--- src/wwd_pkg.sv ---
// Package for the windowed watchdog and clock monitor block.
// Assumes a single 20 MHz clock domain; no imports, use wwd_pkg::name.
package wwd_pkg;
   // Register map on the plain register port
   localparam logic [1:0] ADDR_SVC = 2'h0;   // service key register
   localparam logic [1:0] ADDR_CTL = 2'h1;   // control inputs from the core
   localparam logic [1:0] ADDR_STS = 2'h2;   // status, pending flag clear on write
   localparam logic [1:0] ADDR_TSEL = 2'h3;  // idle tick period select
   // Service key register fields
   localparam int SVC_WIN_LSB = 6;
   localparam int SVC_KEY_LSB = 1;
   localparam int SVC_CM_BIT = 0;
   localparam logic [4:0] SVC_KEY = 5'h0c;
   localparam logic [1:0] SVC_WIN_RST = 2'h3;
   localparam logic SVC_CM_RST = 1'b1;
   // Option bit that enables the watchdog (active low)
   localparam int OPT_WD_BIT = 2;
   // Control register bits
   localparam int CTL_HALT_BIT = 0;
   localparam int CTL_IDLE_BIT = 1;
   localparam int CTL_BOOT_BIT = 2;
   // Window limits in idle-timer clocks
   localparam logic [16:0] WIN_LOWER = 17'h00800;
   localparam logic [16:0] WIN_8K = 17'h02000;
   // Fault stretch after pin falls, 16 to 32 cycles
   localparam int STRETCH_CYC = 24;
   localparam logic [4:0] STRETCH_MAX = 5'(STRETCH_CYC - 1);
   // Clock monitor: tick gap limit in system clocks
   localparam int CLK_HZ = 20000000;
   localparam int CM_MIN_HZ = 1000;
   localparam int CM_LIMIT_CYC = CLK_HZ / CM_MIN_HZ;
   // Idle timer width and tick select reset value
   localparam int IT_W = 16;
   localparam logic [2:0] TSEL_RST = 3'h0;

   typedef struct packed {
      logic [1:0] win;
      logic cm_en;
      logic done;
   } wwd_cfg_s;

   typedef struct packed {
      logic [1:0] addr;
      logic [7:0] wdata;
      logic wr;
      logic rd;
   } wwd_bus_s;

   typedef enum logic [1:0] {ST_IDLE, ST_PULL, ST_STRETCH, ST_WAITHI} wwd_flt_e;

   function automatic logic [16:0] upper_limit(input logic [1:0] win);
      upper_limit = WIN_8K << win;
   endfunction
endpackage

--- src/wwd_idle_timer.sv ---
// Free-running idle timer with a selectable-bit tick pending flag.
// Assumes the timer is not cleared by reset, only by power-on state.
`timescale 1ns/1ps
module wwd_idle_timer #(
   parameter int W = wwd_pkg::IT_W
) (
   input wire logic i_mclk,        // system clock
   input wire logic i_rstn,        // async reset, active low
   input wire logic i_tick_en,     // idle-timer clock enable pulse
   input wire logic [2:0] i_tsel,  // 0..4 selects 4k..64k
   input wire logic i_pnd_clr,     // software clear of pending flag
   output logic o_tick,            // one idle-timer clock
   output logic o_pnd              // idle tick pending flag
);
   // Power-on value only; external reset leaves the count running
   logic [W-1:0] cnt_r = '0;
   logic [W-1:0] cnt_nxt;
   logic pnd_r;
   logic pnd_nxt;
   logic [W:0] cur;
   logic [W:0] inc;
   logic [4:0] bsel;

   always_comb
   begin
      bsel = 5'(5'd12 + {2'b00, i_tsel});
      cur = {1'b0, cnt_r};
      inc = cur + (W+1)'(1);
      cnt_nxt = i_tick_en ? inc[W-1:0] : cnt_r;
      pnd_nxt = pnd_r;
      if (i_pnd_clr)
         pnd_nxt = 1'b0;
      // The carry stands in for bit W, so the longest period still has a toggle
      if (i_tick_en && (inc[bsel] != cur[bsel]))
         pnd_nxt = 1'b1;
   end

   // Counter has no reset: external reset leaves it running
   always_ff @(posedge i_mclk)
   begin
      cnt_r <= cnt_nxt;
   end

   always_ff @(posedge i_mclk or negedge i_rstn)
   begin
      if (!i_rstn)
         pnd_r <= 1'b0;
      else
         pnd_r <= pnd_nxt;
   end

   assign o_tick = i_tick_en;
   assign o_pnd = pnd_r;
endmodule

--- src/wwd_clk_mon.sv ---
// Clock monitor: flags an error when instruction clock pulses stop.
// Assumes i_tc is a one-cycle pulse per instruction clock.
`timescale 1ns/1ps
module wwd_clk_mon #(
   parameter int LIMIT = wwd_pkg::CM_LIMIT_CYC
) (
   input wire logic i_mclk,   // system clock
   input wire logic i_rstn,   // async reset, active low
   input wire logic i_tc,     // instruction clock pulse
   output logic o_err         // clock too slow
);
   logic [15:0] gap_r;
   logic [15:0] gap_nxt;
   logic err_r;
   logic err_nxt;

   always_comb
   begin
      gap_nxt = gap_r;
      if (i_tc)
         gap_nxt = '0;
      else if (gap_r != 16'(LIMIT))
         gap_nxt = gap_r + 16'h1;
      // Gap starts at zero: a fast clock is never flagged while starting,
      // a dead oscillator trips once the gap reaches the limit
      err_nxt = (gap_nxt == 16'(LIMIT));
   end

   always_ff @(posedge i_mclk or negedge i_rstn)
   begin
      if (!i_rstn)
      begin
         gap_r <= '0;
         err_r <= 1'b0;
      end
      else
      begin
         gap_r <= gap_nxt;
         err_r <= err_nxt;
      end
   end

   assign o_err = err_r;
endmodule

--- src/wwd_top.sv ---
// Windowed watchdog with key-protected service register and clock monitor.
// Assumes the core drives a one-cycle register port and instruction/idle pulses.
//
// The register addresses and strobed register access were left to the implementer.
`timescale 1ns/1ps
module wwd_top #(
   parameter int CM_LIMIT = wwd_pkg::CM_LIMIT_CYC
) (
   input wire logic i_mclk,          // 20 MHz clock
   input wire logic i_rstn,          // async reset, active low
   input wire logic [7:0] i_option,  // option byte
   input wire logic [1:0] i_addr,    // register address
   input wire logic [7:0] i_wdata,   // write data
   input wire logic i_wr,            // write strobe
   input wire logic i_rd,            // read strobe
   input wire logic i_tc,            // instruction clock pulse
   input wire logic i_it_clk,        // idle-timer clock pulse
   input wire logic i_pin,           // shared fault pin level
   output logic [7:0] o_rdata,       // read data, cycle after strobe
   output logic o_fault_output_low,  // pin output value (always 0)
   output logic o_pin_oe,            // pin driven low while high
   output logic o_wd_en,             // pin in watchdog mode, weak pull-up
   output logic o_idle_tick_pending  // idle tick pending flag
);
   wwd_pkg::wwd_bus_s bus;
   wwd_pkg::wwd_cfg_s cfg_r;
   wwd_pkg::wwd_cfg_s cfg_nxt;
   wwd_pkg::wwd_flt_e flt_r;
   wwd_pkg::wwd_flt_e flt_nxt;
   logic [16:0] cnt_r;
   logic [16:0] cnt_nxt;
   logic lower_on_r;
   logic lower_on_nxt;
   logic [4:0] str_r;
   logic [4:0] str_nxt;
   logic [4:0] cmh_r;
   logic [4:0] cmh_nxt;
   logic cm_hold_r;
   logic cm_hold_nxt;
   logic [2:0] ctl_r;
   logic [2:0] ctl_nxt;
   logic [2:0] tsel_r;
   logic [2:0] tsel_nxt;
   logic [7:0] rdata_r;
   logic [7:0] rdata_nxt;
   logic oe_r;
   logic oe_nxt;
   logic wd_en_r;
   logic wd_en_nxt;
   logic pnd_r;
   logic cm_err;
   logic it_tick;
   logic it_pnd;
   logic pnd_clr;
   logic svc_wr;
   logic match;
   logic early;
   logic late;
   logic wd_err;
   logic halted;
   logic idle;
   logic boot;
   logic leave_halt;
   logic leave_idle;
   logic boot_edge;

   assign bus = '{addr: i_addr, wdata: i_wdata, wr: i_wr, rd: i_rd};
   assign halted = ctl_r[wwd_pkg::CTL_HALT_BIT];
   assign idle = ctl_r[wwd_pkg::CTL_IDLE_BIT];
   assign boot = ctl_r[wwd_pkg::CTL_BOOT_BIT];
   assign pnd_clr = bus.wr && (bus.addr == wwd_pkg::ADDR_STS) && bus.wdata[0];

   wwd_idle_timer #(
      .W(wwd_pkg::IT_W)
   ) u_it (
      .i_mclk(i_mclk),
      .i_rstn(i_rstn),
      .i_tick_en(i_it_clk),
      .i_tsel(tsel_r),
      .i_pnd_clr(pnd_clr),
      .o_tick(it_tick),
      .o_pnd(it_pnd)
   );

   wwd_clk_mon #(
      .LIMIT(CM_LIMIT)
   ) u_cm (
      .i_mclk(i_mclk),
      .i_rstn(i_rstn),
      .i_tc(i_tc),
      .o_err(cm_err)
   );

   // Control register writes and their edges
   always_comb
   begin
      ctl_nxt = ctl_r;
      tsel_nxt = tsel_r;
      if (bus.wr && bus.addr == wwd_pkg::ADDR_CTL)
         ctl_nxt = bus.wdata[2:0];
      if (bus.wr && bus.addr == wwd_pkg::ADDR_TSEL)
         tsel_nxt = (bus.wdata[2:0] > 3'h4) ? 3'h4 : bus.wdata[2:0];
      leave_halt = halted && !ctl_nxt[wwd_pkg::CTL_HALT_BIT];
      leave_idle = idle && !ctl_nxt[wwd_pkg::CTL_IDLE_BIT];
      boot_edge = boot != ctl_nxt[wwd_pkg::CTL_BOOT_BIT];
   end

   // Service check
   always_comb
   begin
      svc_wr = bus.wr && (bus.addr == wwd_pkg::ADDR_SVC) && (flt_r == wwd_pkg::ST_IDLE);
      match = (bus.wdata[5:1] == wwd_pkg::SVC_KEY);
      if (cfg_r.done)
      begin
         match = match && (bus.wdata[7:6] == cfg_r.win)
            && (bus.wdata[0] == cfg_r.cm_en);
      end
      // Lower window off until first service, and during boot code
      early = cfg_r.done && lower_on_r && (cnt_r < wwd_pkg::WIN_LOWER);
      late = (cnt_r >= wwd_pkg::upper_limit(cfg_r.win));
      wd_err = wd_en_r && ((svc_wr && (!match || early))
         || (late && !halted && !idle));
   end

   // Configuration, window counter and lower-window enable
   always_comb
   begin
      cfg_nxt = cfg_r;
      cnt_nxt = cnt_r;
      lower_on_nxt = lower_on_r;
      if (it_tick && !halted && !idle && cnt_r != 17'h1ffff)
         cnt_nxt = cnt_r + 17'h1;
      if (svc_wr && match && !early)
      begin
         cnt_nxt = '0;
         if (!cfg_r.done)
         begin
            cfg_nxt.win = bus.wdata[7:6];
            cfg_nxt.cm_en = bus.wdata[0];
            cfg_nxt.done = 1'b1;
         end
      end
      if (boot_edge)
      begin
         cnt_nxt = '0;
         lower_on_nxt = !ctl_nxt[wwd_pkg::CTL_BOOT_BIT];
      end
      if (leave_halt || leave_idle)
         cnt_nxt = '0;
      if (flt_r == wwd_pkg::ST_WAITHI && i_pin)
         cnt_nxt = '0;
   end

   // Fault pin sequencer
   always_comb
   begin
      flt_nxt = flt_r;
      str_nxt = str_r;
      unique case (flt_r)
         wwd_pkg::ST_IDLE:
            if (wd_err)
               flt_nxt = wwd_pkg::ST_PULL;
         wwd_pkg::ST_PULL:
            if (!i_pin)
            begin
               flt_nxt = wwd_pkg::ST_STRETCH;
               str_nxt = '0;
            end
         wwd_pkg::ST_STRETCH:
            if (str_r == wwd_pkg::STRETCH_MAX)
               flt_nxt = wwd_pkg::ST_WAITHI;
            else
               str_nxt = str_r + 5'h1;
         wwd_pkg::ST_WAITHI:
            if (i_pin)
               flt_nxt = wwd_pkg::ST_IDLE;
      endcase
   end

   // Clock error hold: the pin stays low for a stretch after the clock recovers
   always_comb
   begin
      cm_hold_nxt = cm_hold_r;
      cmh_nxt = cmh_r;
      if (cfg_r.cm_en && cm_err)
      begin
         cm_hold_nxt = 1'b1;
         cmh_nxt = '0;
      end
      else if (cm_hold_r)
      begin
         if (cmh_r == wwd_pkg::STRETCH_MAX)
            cm_hold_nxt = 1'b0;
         else
            cmh_nxt = cmh_r + 5'h1;
      end
   end

   // Pin drive and read-back
   always_comb
   begin
      wd_en_nxt = !i_option[wwd_pkg::OPT_WD_BIT];
      // Gated by the next enable so the drive never outlives watchdog mode
      oe_nxt = wd_en_nxt && ((flt_nxt == wwd_pkg::ST_PULL) || (flt_nxt == wwd_pkg::ST_STRETCH)
         || cm_hold_nxt);
      rdata_nxt = 8'h00;
      if (bus.rd)
      begin
         unique case (bus.addr)
            wwd_pkg::ADDR_SVC:
               rdata_nxt = {cfg_r.win, 5'h00, cfg_r.cm_en};
            wwd_pkg::ADDR_CTL:
               rdata_nxt = {5'h00, ctl_r};
            wwd_pkg::ADDR_STS:
               rdata_nxt = {4'h0, cm_err, oe_r, cfg_r.done, it_pnd};
            wwd_pkg::ADDR_TSEL:
               rdata_nxt = {5'h00, tsel_r};
         endcase
      end
   end

   always_ff @(posedge i_mclk or negedge i_rstn)
   begin
      if (!i_rstn)
      begin
         cfg_r <= '{win: wwd_pkg::SVC_WIN_RST, cm_en: wwd_pkg::SVC_CM_RST, done: 1'b0};
         cnt_r <= '0;
         lower_on_r <= 1'b1;
         flt_r <= wwd_pkg::ST_IDLE;
         str_r <= '0;
         cmh_r <= '0;
         cm_hold_r <= 1'b0;
         ctl_r <= '0;
         tsel_r <= wwd_pkg::TSEL_RST;
         rdata_r <= '0;
         oe_r <= 1'b0;
         wd_en_r <= 1'b0;
         pnd_r <= 1'b0;
      end
      else
      begin
         cfg_r <= cfg_nxt;
         cnt_r <= cnt_nxt;
         lower_on_r <= lower_on_nxt;
         flt_r <= flt_nxt;
         str_r <= str_nxt;
         cmh_r <= cmh_nxt;
         cm_hold_r <= cm_hold_nxt;
         ctl_r <= ctl_nxt;
         tsel_r <= tsel_nxt;
         rdata_r <= rdata_nxt;
         oe_r <= oe_nxt;
         wd_en_r <= wd_en_nxt;
         pnd_r <= it_pnd;
      end
   end

   assign o_rdata = rdata_r;
   assign o_fault_output_low = 1'b0;
   assign o_pin_oe = oe_r;
   assign o_wd_en = wd_en_r;
   assign o_idle_tick_pending = pnd_r;
endmodule

--- config.mk ---
export PLATFORM = sky130hd
export DESIGN_NAME = wwd_top
export DESIGN_NICKNAME = d
export VERILOG_FILES = /design/src/wwd_pkg.sv /design/src/wwd_idle_timer.sv /design/src/wwd_clk_mon.sv /design/src/wwd_top.sv
export SDC_FILE = /design/constraint.sdc
export NUM_CORES = 1
export LEC_CHECK = 0
export ABC_CLOCK_PERIOD_IN_PS = 3300
export BUFFER_PORTS_ARGS = -buffer_cell sky130_fd_sc_hd__clkbuf_2
export CAP_MARGIN = 20
export CORE_UTILIZATION = 39
export CTS_BUF_LIST = sky130_fd_sc_hd__clkbuf_4
export DETAILED_ROUTE_END_ITERATION = 16
export PLACE_DENSITY_LB_ADDON = 0.05
export SETUP_SLACK_MARGIN = 0.05
export SLEW_MARGIN = 10
export SYNTH_ARGS = -nofsm -noshare
export SYNTH_HDL_FRONTEND = slang
export SYNTH_SLANG_ARGS = --single-unit
--- constraint.sdc ---
create_clock -name i_mclk -period 3.3 [get_ports i_mclk]
set_input_delay 0.165 -clock i_mclk [delete_from_list [all_inputs] [get_ports i_mclk]]
set_output_delay 0.165 -clock i_mclk [all_outputs]
set_load 0.01 [all_outputs]
==> results.md, run 1 <==
- Top Layer Used: met4
- Most used DFF post-synth: dfrtp_1
- Worst hold path type: input port to flop
- Gp weighted congestion: 0.749
- Starting density of the core: 40.5%
- Final-layout fill cell count: 1,063
- Fraction of layout cells with a size suffix above 1: 14.7%
- DR pass1 iterations: 4
- First-pass GRT wire length: 15,300 um
- Clk_skew: 0.0137 ns
- Max-cap check violation count: 0
- # IOs: 37
- Number of synthesized register bits: 84
- Final Cell Area: 4990 um2
- Synth warnings: 0
- Setup repair bufs after CTS: 0
- Number of antenna violations at the first check in global routing: 0
- Slew Limit Fails: 0
- R2r setup slk: 0.86 ns
- Std cell rows: 38
- Final critical-path required period: 2.44 ns
- Die span in y: 109 um
- Most frequent cells in the layout: nor2_1 (65), dfrtp_1 (64), xor2_1 (35)
- Leakage power: 2.11 nW
- Setup tns final: 0 ns
- Total GRT Usage: 16.8%
- Vias in the first global route: 3,167
- Pwr Density: 474 nW/um2
- Worst slew margin: 51.7%
- Achievable Freq: 410 MHz
- Post-route ant nets: 0
- Asr flop ratio synth: 81.0%
- Tightest Pin Transition: 0.718 ns
- Chip Width: 109 um
- CTS sink cnt: 84
- Type of origin of the critical path: flop
- Routed WL per cell: 14.2 um
- Diode count: 0
- Fin. Hold Viols: 0
- CTS buffer count: 9
- Most common cell after layout, fill and taps aside: nor2_1
- Outcome: completed
- Worst hold slack: 0.0560 ns
- Worst Path Arrival: 2.77 ns
- Post-synth EDFFs: 16
- Number of library cell types mapped by synthesis: 57
- Residual DRC: 0
- Mapped Area: 4450 um2
- Die area: 11,800 um2
- CP Max Fanout: 7
- CTS max path bufs: 2
- Synthesized area per cell: 10.1 um2
- Htree depth: 3
- Syn Inst Count: 439
- Core area: 11,000 um2
- Placed inst area: 4750 um2
- 1st-iter DRT viols: 133
- Vias/cell: 5.19
- WL met3: 239 um
- Fin nets: 516
- GR Overflow Total: 0
- CTS tree: yes
- Pin count of the biggest net entering global routing: 26
- Hpwl dp: 6210 um
- Period utilization: 73.9%
- CTS root buffer: clkbuf_4
- M1 wire length: 4630 um
- Register area share after synthesis: 49.2%
- DR vias: 3,239
- Worst-path clk slew: 0.13 ns
- Buffers on Ports: 26
- Unrepaired setup endpoints after global routing: false
- Worst vdd ir: 0.210 mV
- Worst-Skew Late Latency: 0.44 ns
- Final setup viols: 0
- Met2 Wirelength: 3790 um
- Critical path endpoint category: flop
- Area growth syn-to-layout: 12.3%
- Drt total wl: 8840 um
- CP Data Required Time: 3.64 ns
- WS Path Type: flop to flop
-- power breakdown --
| group | total [W] | internal (W) | switching (W) |
|---|---|---|---|
| Sequential | 0.00130 | 0.00117 | 0.000137 |
| Clock | 0.000663 | 0.000311 | 0.000352 |
| Combinational | 0.000399 | 0.000188 | 0.000212 |
-- cells by family (layout without fill, tap and decap cells) --
family | count (synthesis) | in the layout | synth area share (%)
AO/OA/AOI/OAI | 49 | 49 | 7.34
XOR/XNOR | 55 | 55 | 10.8
adder cells (fa/ha/maj) | 12 | 12 | 3.38
buffers and inverters | 26 | 69 | 2.48
flip-flops | 84 | 84 | 49.2
multiplexers | 13 | 13 | 3.69
other | 1 | 3 | 0.0843
AND/OR/NAND/NOR | 199 | 199 | 23.0
-- registers in the layout, indices dropped and copies added (netlist names), 2 cells and up --
| register | flops |
|---|---|
| u_cm.gap_r | 16 |
| str_r | 5 |
| cmh_r | 5 |
| cnt_r | 17 |
| u_it.cnt_r | 16 |
| tsel_r | 3 |
| o_rdata | 6 |
| cfg_r | 4 |
| ctl_r | 3 |
| flt_r | 2 |
-- path summary, 6_finish.rpt --
check                                 endpoint        from  depth (start not counted)
max                                  cnt_r[13]    cnt_r[4]                         11
min in group asynchronous           o_rdata[0]      i_rstn                          2
min reg2reg                o_idle_tick_pending  u_it.o_pnd                          0
max reg2reg                          cnt_r[13]    cnt_r[4]                         11
min                                   cfg_r[1]  i_wdata[0]                          2
max in group asynchronous             cfg_r[2]      i_rstn                          4
-- worst max-delay path: stages, from the launching register on --
cell and delay, ns:
dfrtp_1 0.44, and4_1 0.24, nand4_1 0.17, nor3_1 0.09, ha_1 0.19, nor4b_2 0.21, buf_4 0.19, nand4_1 0.27
nor2_1 0.21, and2_1 0.16, xnor2_1 0.11, nor2_1 0.05
-- layer usage --
metal	vias to the layer above	track usage [%]
li1	1623	-
met1	1563	23.5
met2	41	25.2
met3	12	3.05
met4	0	7.82
met5	-	0
-- layout make-up --
class / count / area [um2] / area share [%]
clock buffers: 10 / 75.1 / 1.50
multi-input cells: 331 / 2160 / 43.2
well taps: 140 / 175 / 3.51
repair buffers: 40 / 270 / 5.41
clock inverters: 6 / 78.8 / 1.58
flip-flops and latches: 84 / 2190 / 43.8
inverters: 13 / 48.8 / 0.977
-- Yosys cell counts, drive strengths merged, types with 2 or more instances --
| cell type | n | area share (%) |
|---|---|---|
| ha | 12 | 3.4 |
| and3 | 5 | 0.73 |
| o21ai | 11 | 1.2 |
| buf | 6 | 0.79 |
| nor2b | 9 | 1.3 |
| a31oi | 2 | 0.28 |
| mux2i | 4 | 0.90 |
| nand3b | 2 | 0.34 |
| dfstp | 4 | 2.4 |
| nand4b | 2 | 0.39 |
| and2 | 5 | 0.70 |
| or4 | 2 | 0.42 |
| o22ai | 4 | 0.56 |
| or3 | 2 | 0.28 |
| xnor2 | 20 | 3.9 |
| edfxtp | 16 | 11 |
| or2 | 2 | 0.28 |
| o31ai | 2 | 0.34 |
| dfrtp | 64 | 36 |
| mux2 | 7 | 1.8 |
| a22oi | 5 | 0.84 |
| a2111oi | 2 | 0.39 |
| nand4 | 12 | 1.7 |
| mux4 | 2 | 1.0 |
| nand3 | 23 | 2.7 |
| a21oi | 11 | 1.2 |
| a221oi | 3 | 0.59 |
| and4 | 2 | 0.39 |
| nand2b | 9 | 1.3 |
| nor2 | 65 | 5.5 |
| nor4 | 11 | 1.8 |
| xor2 | 35 | 6.9 |
| nand2 | 33 | 2.8 |
| nor4bb | 2 | 0.45 |
| a211oi | 3 | 0.51 |
| inv | 13 | 1.1 |
| nor3 | 8 | 0.90 |
| clkbuf | 7 | 0.59 |
-- stage by stage --
stage,util [%],total power [W],instances,setup slack [ns]
after floorplan,-,0.00158,441,0.933
after global placement,43.1,0.00171,598,0.863
after detailed placement,43.2,0.00172,599,0.876
after CTS,45.5,0.00240,624,0.838
after global routing,45.5,0.00252,624,0.635
final,45.5,0.00236,624,0.861
-- what timing repair did --
action / 4_1_cts / 5_1_grt
resized for setup: 0 / 0
hold buffers: 9 / 0
hold endpoints to repair: 35 / 0
Power figures use the tool's default switching activity.
==> run 2, diff against run 1 <==
--- a/config.mk
+++ b/config.mk
@@ -5,7 +5,7 @@
 export SDC_FILE = /design/constraint.sdc
 export NUM_CORES = 1
 export LEC_CHECK = 0
-export ABC_CLOCK_PERIOD_IN_PS = 3300
+export ABC_CLOCK_PERIOD_IN_PS = 2200
 export BUFFER_PORTS_ARGS = -buffer_cell sky130_fd_sc_hd__clkbuf_2
 export CAP_MARGIN = 20
 export CORE_UTILIZATION = 39
==> constraint.sdc (replaced) <==
create_clock -name i_mclk -period 2.2 [get_ports i_mclk]
set_input_delay 0.11 -clock i_mclk [delete_from_list [all_inputs] [get_ports i_mclk]]
set_output_delay 0.11 -clock i_mclk [all_outputs]
set_load 0.01 [all_outputs]
==> results.md, run 2 (synthesis gave the netlist of run 1 again) <==
- Most common cell after layout, fill and taps aside: dfrtp_1
- Critical path endpoint category: flop
- Final setup viols: 0 (unchanged)
- Finished Core Util: 49.4% (+3.9 points)
- Clk_skew: 0.0207 ns (+0.00701 ns)
- Clk network pwr share: 28.1% (about the same)
- Worst-path cell chain: and3_1 > nand3_1 > nor3_2 > ha_2 > nor4b_4 > nand4_1 > buf_4 > nor3_2 > xor2_1 > nor2b_1
- Residual DRC: 0 (unchanged)
- CTS buffer count: 9 (unchanged)
- Fin. Hold Viols: 0 (unchanged)
- Pin count of the biggest net entering global routing: 69 (+170%)
- CP Max Fanout: 3 (-4)
- Max-cap check violation count: 0 (unchanged)
- Vias/cell: 5.08 (-2.1%)
- Worst-path clk slew: 0.14 ns (about the same)
- Diode count: 0 (unchanged)
- Gp weighted congestion: 0.739 (-1.4%)
- Post-route ant nets: 0 (unchanged)
- Slew Limit Fails: 0 (unchanged)
- # IOs: 37 (unchanged)
- CP Data Required Time: 2.58 ns (-1.06 ns)
- DR pass1 iterations: 4 (unchanged)
- Net Switching: 0.00110 W (+56%)
- Slowest stage delay, CP: 0.43 ns (about the same)
- Achievable Freq: 458 MHz (+12%)
- Total GRT Usage: 17.5% (+0.67 points)
- Most Frequent Cell on Critical Path: nor3_2
- Worst hold path type: input port to flop
- Outcome: completed
- Slowest CP cell: dfrtp_1
- Pint: 0.00261 W (+57%)
- Sw frac: 29.6% (-0.042 points)
- Worst hold slack: 0.0316 ns (-0.0244 ns)
- Worst vdd ir: 0.409 mV (+95%)
- GR Overflow Total: 0 (unchanged)
- Number of antenna violations at the first check in global routing: 0 (unchanged)
- Core area: 11,000 um2 (unchanged)
- Die span in y: 109 um (unchanged)
- Hpwl dp: 6480 um (+4.4%)
- Die area: 11,800 um2 (unchanged)
- CTS sink cnt: 84 (unchanged)
- Most flop-heavy register: cnt_r
- Routed WL per cell: 14.1 um (-0.62%)
- Top flop regs: cnt_r: 17 flops, u_cm.gap_r: 16 flops, u_it.cnt_r: 16 flops
- Period utilization: 99.2% (+25 points)
- Final critical-path required period: 2.18 ns (-0.257 ns)
- Std cell rows: 38 (unchanged)
- Most frequent cells in the layout: dfrtp_1 (64), nor2_1 (60), xor2_1 (35), buf_4 (35), nand2_1 (33)
- First-pass GRT wire length: 15,800 um (+3.4%)
- Leakage power: 2.29 nW (+8.6%)
- Starting density of the core: 40.5% (unchanged)
- Final-layout fill cell count: 1,024 (-3.7%)
- DR vias: 3,348 (+3.4%)
- Vias in the first global route: 3,295 (+4.0%)
- Worst-Skew Late Latency: 0.45 ns (about the same)
- Fraction of layout cells with a size suffix above 1: 23.7% (+9.0 points)
- Area growth syn-to-layout: 21.9%
- Unrepaired setup endpoints after global routing: true
- Worst Path Arrival: 2.56 ns (-0.21 ns)
- CTS max path bufs: 2 (unchanged)
- Pwr Density: 683 nW/um2 (+44%)
- 1st-iter DRT viols: 110 (-17%)
- Fin nets: 551 (+6.8%)
- WS Path Type: flop to flop
- Drt total wl: 9280 um (+5.0%)
- CTS root buffer: clkbuf_4
- Setup tns final: 0 ns (unchanged)
- Buffers on Ports: 26 (unchanged)
- Flop pwr share: 51.8% (-3.3 points)
- Type of origin of the critical path: flop
- Chip Width: 109 um (unchanged)
- Htree depth: 3 (unchanged)
- Comb pwr share: 20.1% (+3.2 points)
- CTS tree: yes
- Max reg flops: 17 (unchanged)
-- run 2: cell types whose count changed in the layout (fill, tap and decap cells not counted), moves of 3 or more --
| cell | previous run | this run |
|---|---|---|
| ha_1 | 12 | 9 |
| buf_4 | 4 | 35 |
| nor2_1 | 65 | 60 |
| ha_2 | 0 | 3 |
| nor4_1 | 9 | 6 |
| nor2_4 | 0 | 4 |
| clkinv_2 | 3 | 0 |
-- run 2: metal layers --
layer	vias up	global-route usage, %	wire (um)
met1	1614	22.6	4510
li1	1695	-	-
met4	0	5.79	119
met2	31	28.8	4390
met5	-	0	0
met3	8	4.18	248
-- run 2: final timing paths --
check / endpoint / start / depth (start not counted) / slack (ns)
max: cnt_r[15] / cnt_r[12] / 10 / 0.02
min: tsel_r[1] / i_wr / 3 / 0.03
max reg2reg: cnt_r[15] / cnt_r[12] / 10 / 0.02
min reg2reg: o_idle_tick_pending / u_it.o_pnd / 0 / 0.42
max in group asynchronous: cfg_r[3] / i_rstn / 3 / 1.66
min in group asynchronous: o_rdata[0] / i_rstn / 3 / 0.20
-- run 2: worst max-delay path: cells and delay by family, from the launching register on --
kind / cells / cell delay (ns)
DFF: 1 / 0.43
and+or+nand+nor: 7 / 1.17
buffers and inverters: 1 / 0.21
adders and majority gates: 1 / 0.18
xor gates and xnor gates: 1 / 0.16
-- run 2: area by class of cell --
type                    instances  area, um2  area share, %
flip-flops and latches         84       2190           40.4
repair buffers                 75        554           10.2
well taps                     140        175           3.23
multi-input cells             331       2290           42.2
clock buffers                  12       90.1           1.66
inverters                      13       48.8          0.900
clock inverters                 4       75.1           1.39
-- run 2: power groups by stage --
stage	clock network, W	logic, W	registers, W
2_1_floorplan	0	0.000471	0.00191
6_report	0.00104	0.000746	0.00192
5_1_grt	0.00114	0.000845	0.00195
3_5_place_dp	0	0.000690	0.00195
3_3_place_gp	0	0.000672	0.00194
4_1_cts	0.00108	0.000712	0.00192
-- run 2: timing repair --
item	in CTS	in global routing
setup endpoints to repair	8	23
buffers inserted	1	8
resized for setup	4	25
pin swaps	4	16
hold buffers	11	0
endpoints found under the hold margin	83	0
-- run 2: through the flow --
stage                     setup slack [ns]  power [W]  std cells  instance area, um2
after CTS                           0.0469    0.00371        651                5250
after global placement             -0.0173    0.00262        623                4950
after floorplan                   -0.00339    0.00238        441                4470
after detailed placement           -0.0106    0.00264        623                4950
after global routing                -0.143    0.00393        659                5420
final                               0.0179    0.00370        659                5420
==> run 3, diff against run 2 <==
--- a/config.mk
+++ b/config.mk
@@ -16,4 +16,5 @@
 export SLEW_MARGIN = 10
 export SYNTH_ARGS = -nofsm -noshare
 export SYNTH_HDL_FRONTEND = slang
+export SYNTH_HIERARCHICAL = 1
 export SYNTH_SLANG_ARGS = --single-unit
==> results.md, run 3 <==
- Max-cap check violation count: 0 (unchanged)
- Type of origin of the critical path: flop
- CTS buffer count: 9 (unchanged)
- WS Path Type: flop to flop
- Die span in y: 114 um (+4.8%)
- Top flop regs: cnt_r: 17 flops, u_cm/gap_r: 16 flops, u_it/cnt_r: 16 flops
- Area growth syn-to-layout: 19.2%
- Post-route ant nets: 0 (unchanged)
- # IOs: 37 (unchanged)
- Outcome: finished with violations
- Leakage power: 2.47 nW (+7.9%)
- Residual DRC: 0 (unchanged)
- Reg2reg path depth: 11 (+1)
- Synth top area cells: dfrtp_1 (33%), edfxtp_1 (9.8%), xnor2_1 (4.1%), xor2_1 (4.1%), nor2_1 (3.6%)
- Worst-path cell chain: and2_1 > and4_4 > and3_4 > and3_4 > ha_4 > nor4b_4 > a211oi_4 > or2_4 > nor3_2 > xnor2_1 > nor2_1
- CTS root buffer: clkbuf_4
- Slowest stage delay, CP: 0.42 ns (about the same)
- Synth cell count leaders: dfrtp_1 (64), nor2_1 (47), nand2_1 (43)
- First-pass GRT wire length: 17,600 um (+11%)
- Fin worst setup slack: -0.0770 ns (-0.0950 ns)
- Buffer and inverter count on the worst path: 0 (-1)
- Fraction of layout cells with a size suffix above 1: 28.5% (+4.8 points)
- CTS max path bufs: 2 (unchanged)
- Mapped Area: 4900 um2 (+10%)
- CP Max Fanout: 6 (+3)
- Synthesized area per cell: 10.3 um2 (+2.0%)
- R2r setup slk: -0.08 ns (-0.09 ns)
- Clk_skew: 0.0185 ns (-0.00223 ns)
- Finished Core Util: 48.2% (-1.2 points)
- Period utilization: 104% (+4.3 points)
- Worst-Skew Late Latency: 0.45 ns (about the same)
- Number of antenna violations at the first check in global routing: 0 (unchanged)
- Total GRT Usage: 17.3% (-0.16 points)
- Pwr Density: 658 nW/um2 (-3.7%)
- Yosys top cell area share: 32.7% (-3.3 points)
- Register area share after synthesis: 44.7% (-4.5 points)
- Pre-CTS setup slack: -0.276 ns (-0.266 ns)
- Worst hold slack: 0.0853 ns (+0.0537 ns)
- Worst-path clk slew: 0.14 ns (about the same)
- Worst hold path type: input port to flop
- Hold Path Stages: 3 (unchanged)
- Max reg flops: 17 (unchanged)
- Gp weighted congestion: 0.774 (+4.7%)
- DR vias: 3,601 (+7.6%)
- Worst R2R Start: cnt_r[10]
- Asr flop ratio synth: 81.0% (unchanged)
- CTS tree: yes
- Buffers on Ports: 26 (unchanged)
- Die area: 13,000 um2 (+9.9%)
- Most used DFF post-synth: dfrtp_1
- Number of synthesized register bits: 84 (unchanged)
- Vias/cell: 5.03 (-1.0%)
- Starting density of the core: 40.4% (-0.065 points)
- Most common cell after layout, fill and taps aside: dfrtp_1
- Family with the most delay on the worst path: simple AND/OR/NAND/NOR gates
- WP depth: 11 (+1)
- GR Overflow Total: 0 (unchanged)
- Failing checks: setup timing
- Endpoint, Worst Hold: o_rdata[2]
- Final Cell Area: 5840 um2 (+7.7%)
- Critical path endpoint category: flop
- Final setup viols: 11 (+11)
- Top-count cell post-synth: dfrtp_1
- Worst vdd ir: 0.487 mV (+19%)
- Achievable Freq: 439 MHz (-4.2%)
- Most frequent cells in the layout: dfrtp_1 (64), nor2_1 (43), nand2_1 (41)
- Std cell rows: 40 (+5.3%)
- Slew Limit Fails: 0 (unchanged)
- Pin count of the biggest net entering global routing: 69 (unchanged)
- R2r endpoint: cnt_r[7]
- Setup tns final: -0.375 ns (-0.375 ns)
- Diode count: 0 (unchanged)
- CTS sink cnt: 84 (unchanged)
- DR pass1 iterations: 4 (unchanged)
- Worst Path Arrival: 2.63 ns (+0.07 ns)
- Final critical-path required period: 2.28 ns (+0.0950 ns)
- Slowest CP cell: dfrtp_1
- CP Data Required Time: 2.56 ns (-0.02 ns)
- Synth warnings: 6 (+6)
- Number of library cell types mapped by synthesis: 73 (+28%)
- Fin. Hold Viols: 0 (unchanged)
- Placed inst area: 5440 um2 (+9.7%)
- Routed WL per cell: 14.4 um (+2.0%)
- Hpwl dp: 7230 um (+11%)
- Most Frequent Cell on Critical Path: and3_4
- Post-synth EDFFs: 16 (unchanged)
- Syn Inst Count: 474 (+8.0%)
- Most flop-heavy register: cnt_r
- Largest area contributor in the netlist: dfrtp_1
- Chip Width: 114 um (+4.8%)
- Vias in the first global route: 3,572 (+8.4%)
- 1st-iter DRT viols: 158 (+44%)
- Core area: 12,100 um2 (+10%)
- Drt total wl: 10,300 um (+11%)
- Fin nets: 580 (+5.3%)
- Htree depth: 3 (unchanged)
- Hold_sp: i_addr[1]
- Unrepaired setup endpoints after global routing: true
- Final-layout fill cell count: 1,156 (+13%)
run 3: where the power goes:
group	switching, W	leakage, nW	total, W	internal [W]
logic	0.000482	1.34	0.000961	0.000479
registers	0.000191	1.05	0.00196	0.00177
clock network	0.000530	0.0818	0.000925	0.000396
total	0.00120	2.47	0.00384	0.00264
run 3: through the flow:
stage / total power (W) / cells
after floorplan: 0.00253 / 476
after global placement: 0.00286 / 684
after detailed placement: 0.00288 / 684
after CTS: 0.00387 / 713
after global routing: 0.00410 / 716
final: 0.00384 / 716
run 3: worst reg2reg max path: cells and delay by family, from the launching register on:
family,cells,cell delay (ns)
AO/OA/AOI/OAI,1,0.09
XOR/XNOR,1,0.13
adder cells (fa/ha/maj),1,0.16
flip-flops,1,0.42
AND/OR/NAND/NOR,8,1.38
run 3: routing by layer:
layer	routed length [um]	vias to the layer above	GRT usage (%)
li1	-	1818	-
met1	5160	1719	24.1
met2	4670	54	26.7
met3	318	10	4.13
met4	132	0	5.45
met5	0	-	0
run 3: final cells by class:
type | instances | area, um2 | area share (%)
Clock buffer | 13 | 97.6 | 1.67
Clock inverter | 3 | 40.0 | 0.686
Inverter | 14 | 52.6 | 0.900
Multi-Input combinational cell | 355 | 2670 | 45.7
Sequential cell | 84 | 2190 | 37.5
Tap cell | 168 | 210 | 3.60
Timing Repair Buffer | 79 | 584 | 10.0
run 3: timing repair:
action | CTS | global route
setup buffers | 2 | 4
setup endpoints to repair | 17 | 21
gates resized for setup | 15 | 13
pin swaps | 15 | 9
hold endpoints to repair | 94 | 0
hold buffers | 11 | 0
gates cloned | 0 | 0
run 3: cells by family after synthesis:
| kind of cell | after synthesis | share of synthesized area [%] |
|---|---|---|
| AOI/OAI and AO/OA | 59 | 9.22 |
| xor gates and xnor gates | 46 | 8.23 |
| adders and majority gates | 12 | 3.07 |
| buffers and inverters | 37 | 3.68 |
| DFF | 84 | 44.7 |
| muxes | 18 | 4.42 |
| other | 1 | 0.0766 |
| and+or+nand+nor | 217 | 26.6 |
run 3: worst max-delay path by stage:
| stage | end | start | slack (ns) |
|---|---|---|---|
| floorplan | cnt_r[12] | cnt_r[11] | -0.26 |
| global placement | cnt_r[7] | cnt_r[10] | -0.24 |
| global route | cnt_r[7] | cnt_r[10] | -0.24 |
| CTS | cnt_r[7] | cnt_r[10] | -0.09 |
| detailed placement | cnt_r[7] | cnt_r[10] | -0.28 |
| finish | cnt_r[7] | cnt_r[10] | -0.08 |
